==> src/inc/lsec_pkg.sv <==
// lsec_pkg: register map, field layout and event codes of the statistics
// counter block; shared by the core and the verification side.
package lsec_pkg;

	// register byte offsets on the wishbone slave
	localparam logic [3:0] CTRL_OFS   = 4'h0;
	localparam logic [3:0] SEL_OFS    = 4'h4;
	localparam logic [3:0] FTAG_OFS   = 4'h8;
	localparam logic [3:0] CNT0_OFS   = 4'hc;
	localparam logic [3:0] CNT_STRIDE = 4'h4;
	localparam int         ADDR_W     = 6;

	// control register fields
	localparam int CTRL_START_BIT = 31;
	localparam int CTRL_STOP_BIT  = 30;
	localparam int CTRL_CLEAR_BIT = 29;
	localparam int CTRL_WIDE_BIT  = 28;
	localparam int CTRL_EN_LSB    = 0;

	// reset values
	localparam logic [31:0] CTRL_RST = 32'h0000_0000;
	localparam logic [31:0] SEL_RST  = 32'h0000_0000;
	localparam logic [31:0] FTAG_RST = 32'h0000_0000;

	// per-counter field widths inside select and function-tag registers
	localparam int CODE_W = 8;
	localparam int FUNC_W = 3;
	localparam int TAG_W  = 5;
	localparam int TAG_LSB  = 0;
	localparam int FUNC_LSB = 5;

	// event codes
	localparam logic [7:0] EV_TX_DW      = 8'h00;
	localparam logic [7:0] EV_TX_PKT     = 8'h01;
	localparam logic [7:0] EV_TX_F0      = 8'h02;
	localparam logic [7:0] EV_TX_F1      = 8'h03;
	localparam logic [7:0] EV_TX_NP_F0   = 8'h04;
	localparam logic [7:0] EV_TX_NP_F1   = 8'h05;
	localparam logic [7:0] EV_TX_FTAG    = 8'h06;
	localparam logic [7:0] EV_RX_PKT     = 8'h1a;
	localparam logic [7:0] EV_RX_CPL_F0  = 8'h1b;
	localparam logic [7:0] EV_RX_CPL_F1  = 8'h1c;
	localparam logic [7:0] EV_RX_FTAG    = 8'h1d;
	localparam logic [7:0] EV_RX_BAD     = 8'h21;
	localparam logic [7:0] EV_TX_HDR     = 8'h25;
	localparam logic [7:0] EV_RX_HDR     = 8'h26;
	localparam logic [7:0] EV_STALL_FC   = 8'h27;
	localparam logic [7:0] EV_REPLAY     = 8'h28;
	localparam logic [7:0] EV_STALL_RB   = 8'h29;
	localparam logic [7:0] EV_RB_UNDER   = 8'h2a;
	localparam logic [7:0] EV_RCR_PH     = 8'h2b;
	localparam logic [7:0] EV_RCR_PD     = 8'h2c;
	localparam logic [7:0] EV_RCR_NPH    = 8'h2d;
	localparam logic [7:0] EV_RCR_CPLH   = 8'h2e;
	localparam logic [7:0] EV_RCR_CPLD   = 8'h2f;
	localparam logic [7:0] EV_LCR_PH     = 8'h30;
	localparam logic [7:0] EV_LCR_NPH    = 8'h31;
	localparam logic [7:0] EV_LCR_PD     = 8'h32;

	// transmit side event bundle, one cycle per strobe
	typedef struct packed {
		logic       pkt;      // non-replay tlp handed to the link
		logic [1:0] dw;       // dwords of tlp this cycle, 0..2
		logic [1:0] hdr_dw;   // header dwords this cycle, 0..2
		logic       is_mem_msg;
		logic       is_np_mem;
		logic [2:0] func;
		logic [4:0] tag;
		logic       replay;   // packet retransmitted
		logic       stall_fc; // stop for lack of partner credits
		logic       stall_rb; // stop for retry buffer full
		logic       rb_under; // retry buffer under threshold
	} lsec_tx_ev_s;

	// receive side event bundle
	typedef struct packed {
		logic       pkt;      // good cpl, mem, io or cfg request
		logic       good_cpl;
		logic [2:0] func;
		logic [4:0] tag;
		logic       bad;      // crc, lower layer, symbol or reset error
		logic [1:0] hdr_dw;
	} lsec_rx_ev_s;

	// flow credit levels: remote below threshold, local at zero
	typedef struct packed {
		logic [4:0] remote_low; // ph, pd, nph, cplh, cpld
		logic [2:0] local_zero; // ph, nph, pd
	} lsec_fc_ev_s;

endpackage : lsec_pkg

==> src/core/lsec_counters.sv <==
// lsec_counters: four host interface statistic counters behind a wishbone
// classic slave. assumes events come from logic on clk_i (no crossing).
//
// Local design decisions: the Wishbone interface to the registers and the register addresses.
`timescale 1ns/10ps

// What this block does
// - select register bits 31:24 code counter 3, 23:16 counter 2, reset 0
// - bits 15:8 code counter 1, 7:0 counter 0; counter counts its code
// - code 0 adds 1 or 2 per cycle for transmitted tlp dwords
// - code 1 adds one per cycle a non-replay tlp is transmitted
// - codes 2,3 count transmitted mem/msg tlps of function 0 or 1
// - codes 4,5 count transmitted non-posted mem tlps of function 0 or 1
// - code 6 counts transmitted mem/msg tlps matching programmed func, tag
// - code 1a counts received good cpl, mem, io or cfg tlps
// - codes 1b,1c count good completions of function 0 or 1
// - code 1d counts good completions matching programmed func and tag
// - code 21 counts received bad tlps
// - code 25 adds 1 or 2 for transmitted header dwords
// - code 26 adds 1 or 2 for received header dwords
// - code 27 counts transmit stalls for missing partner credits
// - code 28 counts each retransmitted packet
// - code 29 counts transmit stalls for full retry buffer
// - code 2a counts packets while retry buffer under threshold
// - codes 2b..2f count partner credit types falling below threshold
// - codes 30..32 count local credits reaching zero, not time at zero
// - each counter increments only with its enable bit set, reset 0; a wide-mode odd counter takes its pair's carry regardless
// - control bits 31, 30, 29 start, stop and clear all counters
// - wide pair mode joins counters into two 64-bit counters
// - function-tag events use each counter's 3-bit func and 5-bit tag
module lsec_counters #(
	parameter int N_CTR = 4
) (
	input  wire logic                     clk_i,
	input  wire logic                     rst_i,
	input  wire logic                     cyc_i,
	input  wire logic                     stb_i,
	input  wire logic                     we_i,
	input  wire logic [lsec_pkg::ADDR_W-1:0] adr_i,
	input  wire logic [3:0]               sel_i,
	input  wire logic [31:0]              dat_i,
	output logic      [31:0]              dat_o,
	output logic                          ack_o,
	input  wire lsec_pkg::lsec_tx_ev_s    tx_ev_i,
	input  wire lsec_pkg::lsec_rx_ev_s    rx_ev_i,
	input  wire lsec_pkg::lsec_fc_ev_s    fc_ev_i
);

	logic [31:0]       ctrl_reg;
	logic [31:0]       sel_reg;
	logic [31:0]       ftag_reg;
	logic [31:0]       cnt_reg [N_CTR];
	logic [31:0]       cnt_next [N_CTR];
	logic              run_reg;
	logic [4:0]        rlow_reg;
	logic [2:0]        lzero_reg;
	logic              ack_reg;
	logic [31:0]       dat_reg;
	logic [1:0]        inc [N_CTR];
	logic [N_CTR-1:0]  carry;

	wire       req      = cyc_i && stb_i && !ack_reg;
	wire       wr       = req && we_i;
	// full word address; a 4-bit compare would alias 0x10 onto control
	wire [lsec_pkg::ADDR_W-1:0] reg_adr = {adr_i[lsec_pkg::ADDR_W-1:2], 2'b00};
	wire       hit_ctrl = reg_adr
		== lsec_pkg::ADDR_W'(lsec_pkg::CTRL_OFS);
	wire       hit_sel  = reg_adr
		== lsec_pkg::ADDR_W'(lsec_pkg::SEL_OFS);
	wire       hit_ftag = reg_adr
		== lsec_pkg::ADDR_W'(lsec_pkg::FTAG_OFS);
	wire       wide     = ctrl_reg[lsec_pkg::CTRL_WIDE_BIT];
	wire       do_start = wr && hit_ctrl && sel_i[3]
		&& dat_i[lsec_pkg::CTRL_START_BIT];
	wire       do_stop  = wr && hit_ctrl && sel_i[3]
		&& dat_i[lsec_pkg::CTRL_STOP_BIT];
	wire       do_clear = wr && hit_ctrl && sel_i[3]
		&& dat_i[lsec_pkg::CTRL_CLEAR_BIT];
	// edges of credit levels; time spent at the level is not counted
	wire [4:0] rlow_rise  = fc_ev_i.remote_low & ~rlow_reg;
	wire [2:0] lzero_rise = fc_ev_i.local_zero & ~lzero_reg;

	function automatic logic [31:0] merge(input logic [31:0] old,
			input logic [31:0] nw, input logic [3:0] be);
		logic [31:0] r;
		r = old;
		for (int b = 0; b < 4; b++) begin
			if (be[b]) begin
				r[b*8 +: 8] = nw[b*8 +: 8];
			end
		end
		return r;
	endfunction : merge

	// control: start/stop/clear are strobes and read back as zero
	always_ff @(posedge clk_i) begin
		if (rst_i) begin
			ctrl_reg <= lsec_pkg::CTRL_RST;
			sel_reg  <= lsec_pkg::SEL_RST;
			ftag_reg <= lsec_pkg::FTAG_RST;
		end else if (wr) begin
			if (hit_ctrl) begin
				ctrl_reg <= merge(ctrl_reg, dat_i, sel_i) & 32'h1000_000f;
			end
			if (hit_sel) begin
				sel_reg <= merge(sel_reg, dat_i, sel_i);
			end
			if (hit_ftag) begin
				ftag_reg <= merge(ftag_reg, dat_i, sel_i);
			end
		end
	end

	// stop wins over start when both are written together
	always_ff @(posedge clk_i) begin
		if (rst_i) begin
			run_reg <= 1'b0;
		end else if (do_stop) begin
			run_reg <= 1'b0;
		end else if (do_start) begin
			run_reg <= 1'b1;
		end
	end

	always_ff @(posedge clk_i) begin
		if (rst_i) begin
			rlow_reg  <= 5'h00;
			lzero_reg <= 3'h0;
		end else begin
			rlow_reg  <= fc_ev_i.remote_low;
			lzero_reg <= fc_ev_i.local_zero;
		end
	end

	genvar g;
	generate
		for (g = 0; g < N_CTR; g++) begin : g_ctr
			wire [7:0] code = sel_reg[g*8 +: 8];
			wire [2:0] fn   = ftag_reg[g*8+lsec_pkg::FUNC_LSB +: 3];
			wire [4:0] tg   = ftag_reg[g*8+lsec_pkg::TAG_LSB +: 5];
			wire tx_ok  = tx_ev_i.pkt && !tx_ev_i.replay;
			wire tx_mm  = tx_ok && tx_ev_i.is_mem_msg;
			wire tx_np  = tx_ok && tx_ev_i.is_np_mem;
			wire tx_mt  = tx_mm && tx_ev_i.func == fn && tx_ev_i.tag == tg;
			wire rx_mt  = rx_ev_i.good_cpl && rx_ev_i.func == fn
				&& rx_ev_i.tag == tg;
			wire en_g   = ctrl_reg[lsec_pkg::CTRL_EN_LSB + g] && run_reg;

			always_comb begin
				inc[g] = 2'd0;
				case (code)
					lsec_pkg::EV_TX_DW:
						inc[g] = tx_ev_i.replay ? 2'd0 : tx_ev_i.dw;
					lsec_pkg::EV_TX_PKT:    inc[g] = {1'b0, tx_ok};
					lsec_pkg::EV_TX_F0:
						inc[g] = {1'b0, tx_mm && tx_ev_i.func == 3'd0};
					lsec_pkg::EV_TX_F1:
						inc[g] = {1'b0, tx_mm && tx_ev_i.func == 3'd1};
					lsec_pkg::EV_TX_NP_F0:
						inc[g] = {1'b0, tx_np && tx_ev_i.func == 3'd0};
					lsec_pkg::EV_TX_NP_F1:
						inc[g] = {1'b0, tx_np && tx_ev_i.func == 3'd1};
					lsec_pkg::EV_TX_FTAG:   inc[g] = {1'b0, tx_mt};
					lsec_pkg::EV_RX_PKT:    inc[g] = {1'b0, rx_ev_i.pkt};
					lsec_pkg::EV_RX_CPL_F0:
						inc[g] = {1'b0, rx_ev_i.good_cpl
							&& rx_ev_i.func == 3'd0};
					lsec_pkg::EV_RX_CPL_F1:
						inc[g] = {1'b0, rx_ev_i.good_cpl
							&& rx_ev_i.func == 3'd1};
					lsec_pkg::EV_RX_FTAG:   inc[g] = {1'b0, rx_mt};
					lsec_pkg::EV_RX_BAD:    inc[g] = {1'b0, rx_ev_i.bad};
					lsec_pkg::EV_TX_HDR:
						inc[g] = tx_ev_i.replay ? 2'd0 : tx_ev_i.hdr_dw;
					lsec_pkg::EV_RX_HDR:    inc[g] = rx_ev_i.hdr_dw;
					lsec_pkg::EV_STALL_FC:
						inc[g] = {1'b0, tx_ev_i.stall_fc};
					lsec_pkg::EV_REPLAY:
						inc[g] = {1'b0, tx_ev_i.replay};
					lsec_pkg::EV_STALL_RB:
						inc[g] = {1'b0, tx_ev_i.stall_rb};
					lsec_pkg::EV_RB_UNDER:
						inc[g] = {1'b0, tx_ev_i.pkt && tx_ev_i.rb_under};
					lsec_pkg::EV_RCR_PH:    inc[g] = {1'b0, rlow_rise[0]};
					lsec_pkg::EV_RCR_PD:    inc[g] = {1'b0, rlow_rise[1]};
					lsec_pkg::EV_RCR_NPH:   inc[g] = {1'b0, rlow_rise[2]};
					lsec_pkg::EV_RCR_CPLH:  inc[g] = {1'b0, rlow_rise[3]};
					lsec_pkg::EV_RCR_CPLD:  inc[g] = {1'b0, rlow_rise[4]};
					lsec_pkg::EV_LCR_PH:    inc[g] = {1'b0, lzero_rise[0]};
					lsec_pkg::EV_LCR_NPH:   inc[g] = {1'b0, lzero_rise[1]};
					lsec_pkg::EV_LCR_PD:    inc[g] = {1'b0, lzero_rise[2]};
					default:                inc[g] = 2'd0;
				endcase
				if (!en_g) begin
					inc[g] = 2'd0;
				end
			end

			// in wide mode odd counters hold the upper word of the pair and
			// take the carry of the even one; their own events are ignored
			logic [32:0] sum;
			always_comb begin
				if (wide && g[0]) begin
					sum = {1'b0, cnt_reg[g]} + {32'h0, carry[g-1 < 0 ? 0 : g-1]};
				end else begin
					sum = {1'b0, cnt_reg[g]} + {31'h0, inc[g]};
				end
				carry[g]    = sum[32];
				cnt_next[g] = sum[31:0];
			end

			always_ff @(posedge clk_i) begin
				if (rst_i || do_clear) begin
					cnt_reg[g] <= 32'h0000_0000;
				end else begin
					cnt_reg[g] <= cnt_next[g];
				end
			end
		end
	endgenerate

	// read mux; counters read only, unmapped reads return zero
	logic [31:0] rd_mux;
	always_comb begin
		rd_mux = 32'h0000_0000;
		if (hit_ctrl) begin
			rd_mux = ctrl_reg;
		end else if (hit_sel) begin
			rd_mux = sel_reg;
		end else if (hit_ftag) begin
			rd_mux = ftag_reg;
		end
		for (int k = 0; k < N_CTR; k++) begin
			if (reg_adr == lsec_pkg::ADDR_W'(lsec_pkg::CNT0_OFS)
					+ lsec_pkg::ADDR_W'(k * lsec_pkg::CNT_STRIDE)) begin
				rd_mux = cnt_reg[k];
			end
		end
	end

	always_ff @(posedge clk_i) begin
		if (rst_i) begin
			ack_reg <= 1'b0;
			dat_reg <= 32'h0000_0000;
		end else begin
			ack_reg <= req;
			dat_reg <= rd_mux;
		end
	end

	assign ack_o = ack_reg;
	assign dat_o = dat_reg;

endmodule : lsec_counters

==> config.mk <==
export PLATFORM = sky130hd
export DESIGN_NAME = lsec_counters
export DESIGN_NICKNAME = d
export VERILOG_FILES = /design/src/inc/lsec_pkg.sv /design/src/core/lsec_counters.sv
export SDC_FILE = /design/constraint.sdc
export NUM_CORES = 1
export LEC_CHECK = 0
export ABC_AREA = 1
export BUFFER_PORTS_ARGS = -buffer_cell sky130_fd_sc_hd__buf_2
export CORE_MARGIN = 2
export CORE_UTILIZATION = 30
export DETAILED_ROUTE_END_ITERATION = 6
export GPL_ROUTABILITY_DRIVEN = 1
export HOLD_SLACK_MARGIN = 0.15
export PLACE_DENSITY = 0.47
export SLEW_MARGIN = 5
export SYNTH_ARGS = -nofsm -noshare
export SYNTH_HDL_FRONTEND = slang
export SYNTH_SLANG_ARGS = --single-unit
==> constraint.sdc <==
create_clock -name clk_i -period 10 [get_ports clk_i]
set_input_delay 1 -clock clk_i [delete_from_list [all_inputs] [get_ports clk_i]]
set_output_delay 1 -clock clk_i [all_outputs]
set_load 0.02 [all_outputs]
==> reports/results.txt, run 1 <==
The run finished with clean final reports. The die covers 51200 sq um. Setup violations remaining at the end of the flow were counted as 0. STA classifies the critical path endpoint as a flip-flop.

The tools report the cell count after synthesis as 2425. Between clock sinks in the finished design, the worst skew comes to 0.0136 ns. From synthesis to final layout, the design area changed by 15.3%.

For the share of power burned in the clock network, the log shows 0.504. Minimum clock period: 6.10 ns. For the internal power, the log shows 1.63 mW. The analysis attributes to cell leakage a power of 6.54 nW. The area occupied by multi-input gates was 8590 sq um. The number of distinct library cell variants in the gate-level netlist after synthesis came out at 45.

After synthesis the cells add up to 14800 sq um. The final net count was 2630; the global-route total usage across every layer was 0.247. The final instance area is 17100 sq um, and the share of the core filled with cells in the final layout is 0.350. Async set-reset flop share out of synthesis: 0. The run gives 0.434 as the share of power burned in registers. After clock tree synthesis, the clock-pin slew on the worst setup and hold paths is 0.06 ns. The primary flip-flop cell chosen by synthesis mapping was sky130_fd_sc_hd__dfxtp_1.

The count of final hold-check violations was 0. Maximum VDD drop: 0.000132 V. The tightest min-delay check is of the flip-flop to flip-flop type. Row count: 81.

The most frequently used cell type in the post-synthesis netlist is sky130_fd_sc_hd__nand2_1. Cell occurring most often along the worst timing path: sky130_fd_sc_hd__nor2_1. The maximum level of the CTS H-tree is 1. Power spread over the standard cell area amounts to 129 nW/um^2. The DRC violation total after the first TritonRoute iteration was 1240. By count the netlist is led by sky130_fd_sc_hd__nand2_1 (582), sky130_fd_sc_hd__nor2_1 (388), sky130_fd_sc_hd__inv_1 (312).

The combinational fraction of design power came out at 0.062. The number of setup buffers added after CTS is 0. The achievable clock frequency came out at 0.164 GHz. The fraction of layout cells with a size suffix above 1 came out at 0.0955.

Flip-flop count of the largest register after layout: 128. The top cell type by total area after synthesis was sky130_fd_sc_hd__dfxtp_1. The switching part of the total came out at 0.261. In this run the worst path has a maximum fanout of 7. After detailed routing, the average wire length per cell comes to 19.9 um. STA classifies the critical path startpoint as an input pin. The synthesis warning total was 0. The placed wire-length estimate was 51000 um. In this run, synthesis inferred 0 flip-flops with an integrated enable. Measured along the y axis, the die boundary spans 226 um. Clock latency at the later pin of the worst-skew pair: 0.60 ns. Starting density of the core: 0.303. Clock tree synthesis found a total of 239 sinks. For the remaining antenna violation count, the log shows 0.

The sequential cells in the finished layout cover a total of 4780 sq um. Filler-free cell count of the finished design: 3218. After global routing the overflow that remains totals 0.

The maximum cell stage delay along the critical path is 0.62 ns. The run gives 6.55 ns as the data arrival time at the worst-slack endpoint. At the end of routability-driven placement, the weighted congestion stood at 0.974. The count of cells resized by post-cts repair was 0; the portion of the clock cycle consumed by the worst path in the final layout was 0.610. For the worst setup path, the data required time is 10.45 ns. Cell with the largest stage delay on the worst path: sky130_fd_sc_hd__nor2_1.

Across the run, the number of max-cap violations was 0. The repair_antennas step left the layout with diodes totalling 0. The critical path class is input pin to flip-flop. The final route contains 16500 vias. The deepest clock path buffer count was 3.

The combined buffer and inverter count along the critical path was 4. Input and output buffers added on the ports amount to 117. Setup repair after global routing left no endpoint under its margin. Share of Yosys cell area claimed by the top area cell type: 0.323. At the placement stage, the worst setup path has a slack of 3.25 ns.

The vias per cell was 5.14. The count of unresolved DRC violations after routing was 0; the via count of the first global-routing pass was 15700. Max-slew violation count: 0.

The final sum of negative setup slack came out at 0 ns. Among cell families on the critical path, the largest total delay comes from simple AND/OR/NAND/NOR gates. The initial antenna violation count came out at 0. The floorplan step defined a core boundary enclosing 48800 sq um.

The die span in x came out at 226 um. In this run the power spent charging and discharging nets is 0.575 mW. The post-route worst hold slack was 0.464 ns. At the pin with the least slew margin, the transition time is 1.05 ns. Once placement finished, the instance area stood at 16100 sq um.

The cell sitting at the root of the clock tree is a sky130_fd_sc_hd__clkbuf_16. The relative slew slack was 0.298; the fraction of the yosys area taken by sequential cells was 0.323. After synthesis, the cell types taking the most area are sky130_fd_sc_hd__dfxtp_1 (32%), sky130_fd_sc_hd__nand2_1 (15%), sky130_fd_sc_hd__nor2_1 (9.8%).

In this run, post-CTS hold repair placed 0 buffers. Once routing completed, OpenROAD measured the worst setup slack at 3.90 ns. After synthesis the netlist holds a flip-flop and latch count of 239. The number of nets in the synthesized netlist is 2524.

Entering global routing, the biggest net connects 104 pins. The number of instances in the placed design was 3164; the power consumption was 2.21 mW. Number of buffers created by CTS: 29. The first global-routing pass estimated 95500 um of wire. In this run the mean area of a mapped cell was 6.11 sq um. TritonCTS built the clock tree. In this run the count of I/O pins placed on the die edge is 120. The post-detailed-routing wire length is 64000 um.

After filler insertion, the fill cell instance count of the layout stands at 5506. The run gives 6 as the number of iterations in the first detailed-routing pass.
worst paths after layout:
check,start,to,slack (ns),depth (start not counted)
worst max-delay path,tx_ev_i[3],cnt_reg[1][30],3.90,29
worst min-delay path,cnt_reg[0][28],cnt_reg[0][28],0.46,2
worst max register to register,sel_reg[3],cnt_reg[1][30],4.23,29
worst min register to register,cnt_reg[0][28],cnt_reg[0][28],0.46,2
power groups by stage:
stage / combinational, mW / sequential, mW / clock, mW
2_1_floorplan: 0.0644 / 0.982 / 0
3_3_place_gp: 0.137 / 0.980 / 0
3_5_place_dp: 0.136 / 0.980 / 0
4_1_cts: 0.137 / 0.959 / 1.14
5_1_grt: 0.148 / 0.959 / 1.17
6_report: 0.137 / 0.959 / 1.11
final cells by class:
cell class                      instances  share of cell area
Sequential cell                       239               0.280
Multi-Input combinational cell       1812               0.503
Inverter                              315              0.0692
Tap cell                              664              0.0486
Timing Repair Buffer                  134              0.0417
Clock buffer                           39              0.0488
Clock inverter                         15             0.00901
per-layer routing:
layer / GRT usage / part of all wire / wire length, um / vias up
li1: - / - / - / 8134
met3: 0.0224 / 0.040 / 2580 / 125
met5: 0 / 0 / 0 / -
met2: 0.431 / 0.48 / 30700 / 491
met4: 0.0925 / 0.042 / 2690 / 0
met1: 0.316 / 0.44 / 28000 / 7776
worst register-to-register path, delay by kind of cell, from the launching register on:
kind                     cells  cell delay [ns]
AND/OR/NAND/NOR             19             3.40
adder cells (fa/ha/maj)      4             1.25
buffers and inverters        4             0.40
flip-flops                   1             0.37
AO/OA/AOI/OAI                2             0.20
logic make-up (layout without fill, tap and decap cells):
| kind of cell | count (synthesis) | in the layout | share of synthesized area |
|---|---|---|---|
| AOI/OAI and AO/OA | 414 | 414 | 0.154 |
| xor gates and xnor gates | 33 | 33 | 0.0195 |
| adders and majority gates | 12 | 12 | 0.0116 |
| buffers and inverters | 374 | 503 | 0.0984 |
| DFF | 239 | 239 | 0.323 |
| and+or+nand+nor | 1353 | 1353 | 0.394 |
cells in the final DEF (no fill, tap or decap), types with 9 or more instances in the layout:
cell,netlist,final
sky130_fd_sc_hd__buf_4,1,17
sky130_fd_sc_hd__dfxtp_1,239,239
sky130_fd_sc_hd__o22ai_1,32,32
sky130_fd_sc_hd__a211oi_1,33,33
sky130_fd_sc_hd__inv_1,312,311
sky130_fd_sc_hd__a21oi_1,157,157
sky130_fd_sc_hd__or2_2,24,24
sky130_fd_sc_hd__a31oi_1,30,30
sky130_fd_sc_hd__nor2_1,388,388
sky130_fd_sc_hd__nor2_2,10,10
sky130_fd_sc_hd__nor3b_1,12,12
sky130_fd_sc_hd__clkbuf_16,0,29
sky130_fd_sc_hd__xnor2_1,12,12
sky130_fd_sc_hd__xor2_1,21,21
sky130_fd_sc_hd__nor3_1,85,85
sky130_fd_sc_hd__buf_2,23,117
sky130_fd_sc_hd__nand2_1,582,582
sky130_fd_sc_hd__nand3_1,143,143
sky130_fd_sc_hd__nand4_1,68,68
sky130_fd_sc_hd__o21ai_0,147,147
sky130_fd_sc_hd__ha_1,9,9
sky130_fd_sc_hd__nor4_1,11,11
Power figures use the tool's default switching activity.
==> run 2, diff against run 1 <==
clock period = 5.7 ns   (was 10 ns; I/O delays follow)
==> reports/results.txt, run 2 (synthesized netlist as in run 1, its figures left out) <==
For the worst setup path, the data required time is 6.24 ns. Following the worst setup path forward leads to its endpoint at cnt_reg[1][30]. After filler insertion, the fill cell instance count of the layout stands at 5490. The number of iterations in the first detailed-routing pass came out at 5. The number of hold-repair buffers added at the cts stage is 0.

Setup repair after global routing left no endpoint under its margin. The run gives 0.0580 ns as the post-route clock skew. For this design, the slowest cell found on the critical path is sky130_fd_sc_hd__dfxtp_1. The via count of the first global-routing pass was 15900. The maximum cell stage delay along the critical path is 0.45 ns. In the layout the commonest cells are sky130_fd_sc_hd__nand2_1 (582), sky130_fd_sc_hd__nor2_1 (386), sky130_fd_sc_hd__inv_1 (311), sky130_fd_sc_hd__dfxtp_1 (239), sky130_fd_sc_hd__a21oi_1 (157).

Dividing the detail-routed wire length by the instance count gives 20.1 um. The remaining antenna violation count was 0; the portion of the clock cycle consumed by the worst path in the final layout was 0.905. The final net count is 2658, and the post-route worst hold slack is 0.216 ns. Timing would allow up to 0.194 GHz. Dividing total power by cell area gives a power density of 225 nW/um^2. In this run the worst path has a maximum fanout of 5. The number of buffers inserted by port buffering is 117, and the data arrival time at the worst-slack endpoint is 5.70 ns.

The max-slew violation count is 0. Source of the worst hold timing path: fc_ev_i[0]. The minimum clock period is 5.16 ns, and the post-detailed-routing wire length is 65300 um. The tools report the share of the core filled with cells in the final layout as 0.355. After floorplanning, the core was sized to cover 48800 sq um. Total congestion overflow after global routing: 0.

The endpoint identified for the worst register-to-register timing path is cnt_reg[1][30]. The relative slew slack was 0.349; the number of maximum-capacitance constraint violations was 0. The tools report the count of clock tree sinks as 239. Prior to clock tree synthesis, the placed netlist has a worst setup slack of 0.363 ns.

Clock-pin transition on the worst setup and hold timing paths: 0.06 ns. Counting instances, the worst hold path has a depth of 3. Entering global routing, the biggest net connects 103 pins.

In this run the critical register-to-register path is launched from sel_reg[1]. The total setup violations reported at the end of the flow is 0. After floorplanning, the core was divided into 81 placement rows. For the count of final hold-check violations, the log shows 0.

The vertical extent of the die works out to 226 um. The finished layout holds 3246 standard cells, fillers aside. For the global-route total usage across every layer, the log shows 0.253. The run finished with clean final reports.

The cell occurring most often along the worst timing path is sky130_fd_sc_hd__nor2_1. Counting cells, the worst reg-to-reg path comes to 29. The area growth from synthesis to layout is 17.0%. At the end of routability-driven placement, the weighted congestion stood at 0.976. The logs give 0 for the count of unresolved DRC violations after routing and 6.70 nW for the static leakage.

The fraction of layout cells with a size suffix above 1 came out at 0.105. For this design the top-level I/O count stands at 120. Class of the tightest hold or removal check: input pin to flip-flop. TritonCTS created 30 clock buffers. The most common library cell in the layout ignoring fill and taps is sky130_fd_sc_hd__nand2_1.

STA classifies the critical path startpoint as a flip-flop. The worst path meets setup with 0.544 ns of slack. TritonCTS built the clock tree. Maximum level of the CTS H-tree: 1.

The cell sitting at the root of the clock tree is a sky130_fd_sc_hd__clkbuf_16. For this block, the via count after detailed routing is 16700. Critical path class: flip-flop to flip-flop. The setup check on the worst reg-to-reg path leaves a slack of 0.54 ns. The run gives 0 as the initial antenna violation count. The later pin in the worst-skew pair is clocked with a latency of 0.62 ns. For the pin with the worst max-slew slack, the measured transition is 0.975 ns. The tools report the deepest clock path buffer count as 3. The floorplan step defined a die boundary enclosing 51200 sq um. The DRC violation total after the first TritonRoute iteration came out at 1428. The tools report the count of antenna diodes in the layout as 0. The wire length of the first global-routing pass is 97300 um. The vias per cell works out to 5.14.

For the final routed database, the setup TNS stands at 0 ns. The most critical setup path has its startpoint at sel_reg[1]. The register with the most flip-flops in the layout has 128 of them.

For the placed wire-length estimate, the log shows 52500 um. The tools report the starting density of the core as 0.303. The maximum VDD drop was 0.000263 V. STA classifies the critical path endpoint as a flip-flop. The number of instances in the placed design is 3191, and the die span in x is 226 um.
run 2: through the flow:
| stage | power [mW] | area, sq um |
|---|---|---|
| after floorplan | 1.84 | 14800 |
| after CTS | 3.95 | 17300 |
| after detailed placement | 1.97 | 16300 |
| final | 3.90 | 17300 |
| after global routing | 4.03 | 17300 |
| after global placement | 1.97 | 16300 |
run 2: critical path, delay by kind of cell, from the launching register on:
kind                     cells  cell delay, ns
AO/OA/AOI/OAI                3            0.37
buffers and inverters        4            0.41
flip-flops                   1            0.45
adder cells (fa/ha/maj)      4            1.11
AND/OR/NAND/NOR             18            2.79
run 2: layout make-up:
cell class / instances / area (sq um) / area share
timing repair buffer: 161 / 916 / 0.0528
clock inverter: 6 / 80.1 / 0.00462
tap: 664 / 831 / 0.0479
sequential: 239 / 4780 / 0.276
clock buffer: 49 / 952 / 0.0549
multi-input combinational: 1812 / 8600 / 0.496
inverter: 315 / 1180 / 0.0682
run 2: metal layers:
metal / vias up / global-route usage / share of wire
met5: - / 0 / 0
met4: 0 / 0.111 / 0.048
met3: 128 / 0.0232 / 0.042
met2: 523 / 0.440 / 0.48
met1: 7855 / 0.318 / 0.43
li1: 8191 / - / -
run 2: timing repair:
action,in CTS,in global routing
buffers inserted,0,0
endpoints found under the setup margin,0,1
resized for setup,0,3
run 2: worst min-delay path by stage:
stage	endpoint
after global routing	rlow_reg[4]
after detailed placement	cnt_reg[0][31]
after CTS	lzero_reg[0]
final	lzero_reg[0]
after floorplan	cnt_reg[0][28]
after global placement	cnt_reg[0][28]
run 2: where the power goes:
part / switching, mW / internal (mW)
sequential: 0.00380 / 1.68
clock: 0.792 / 1.18
combinational: 0.179 / 0.0712
total: 0.975 / 2.93
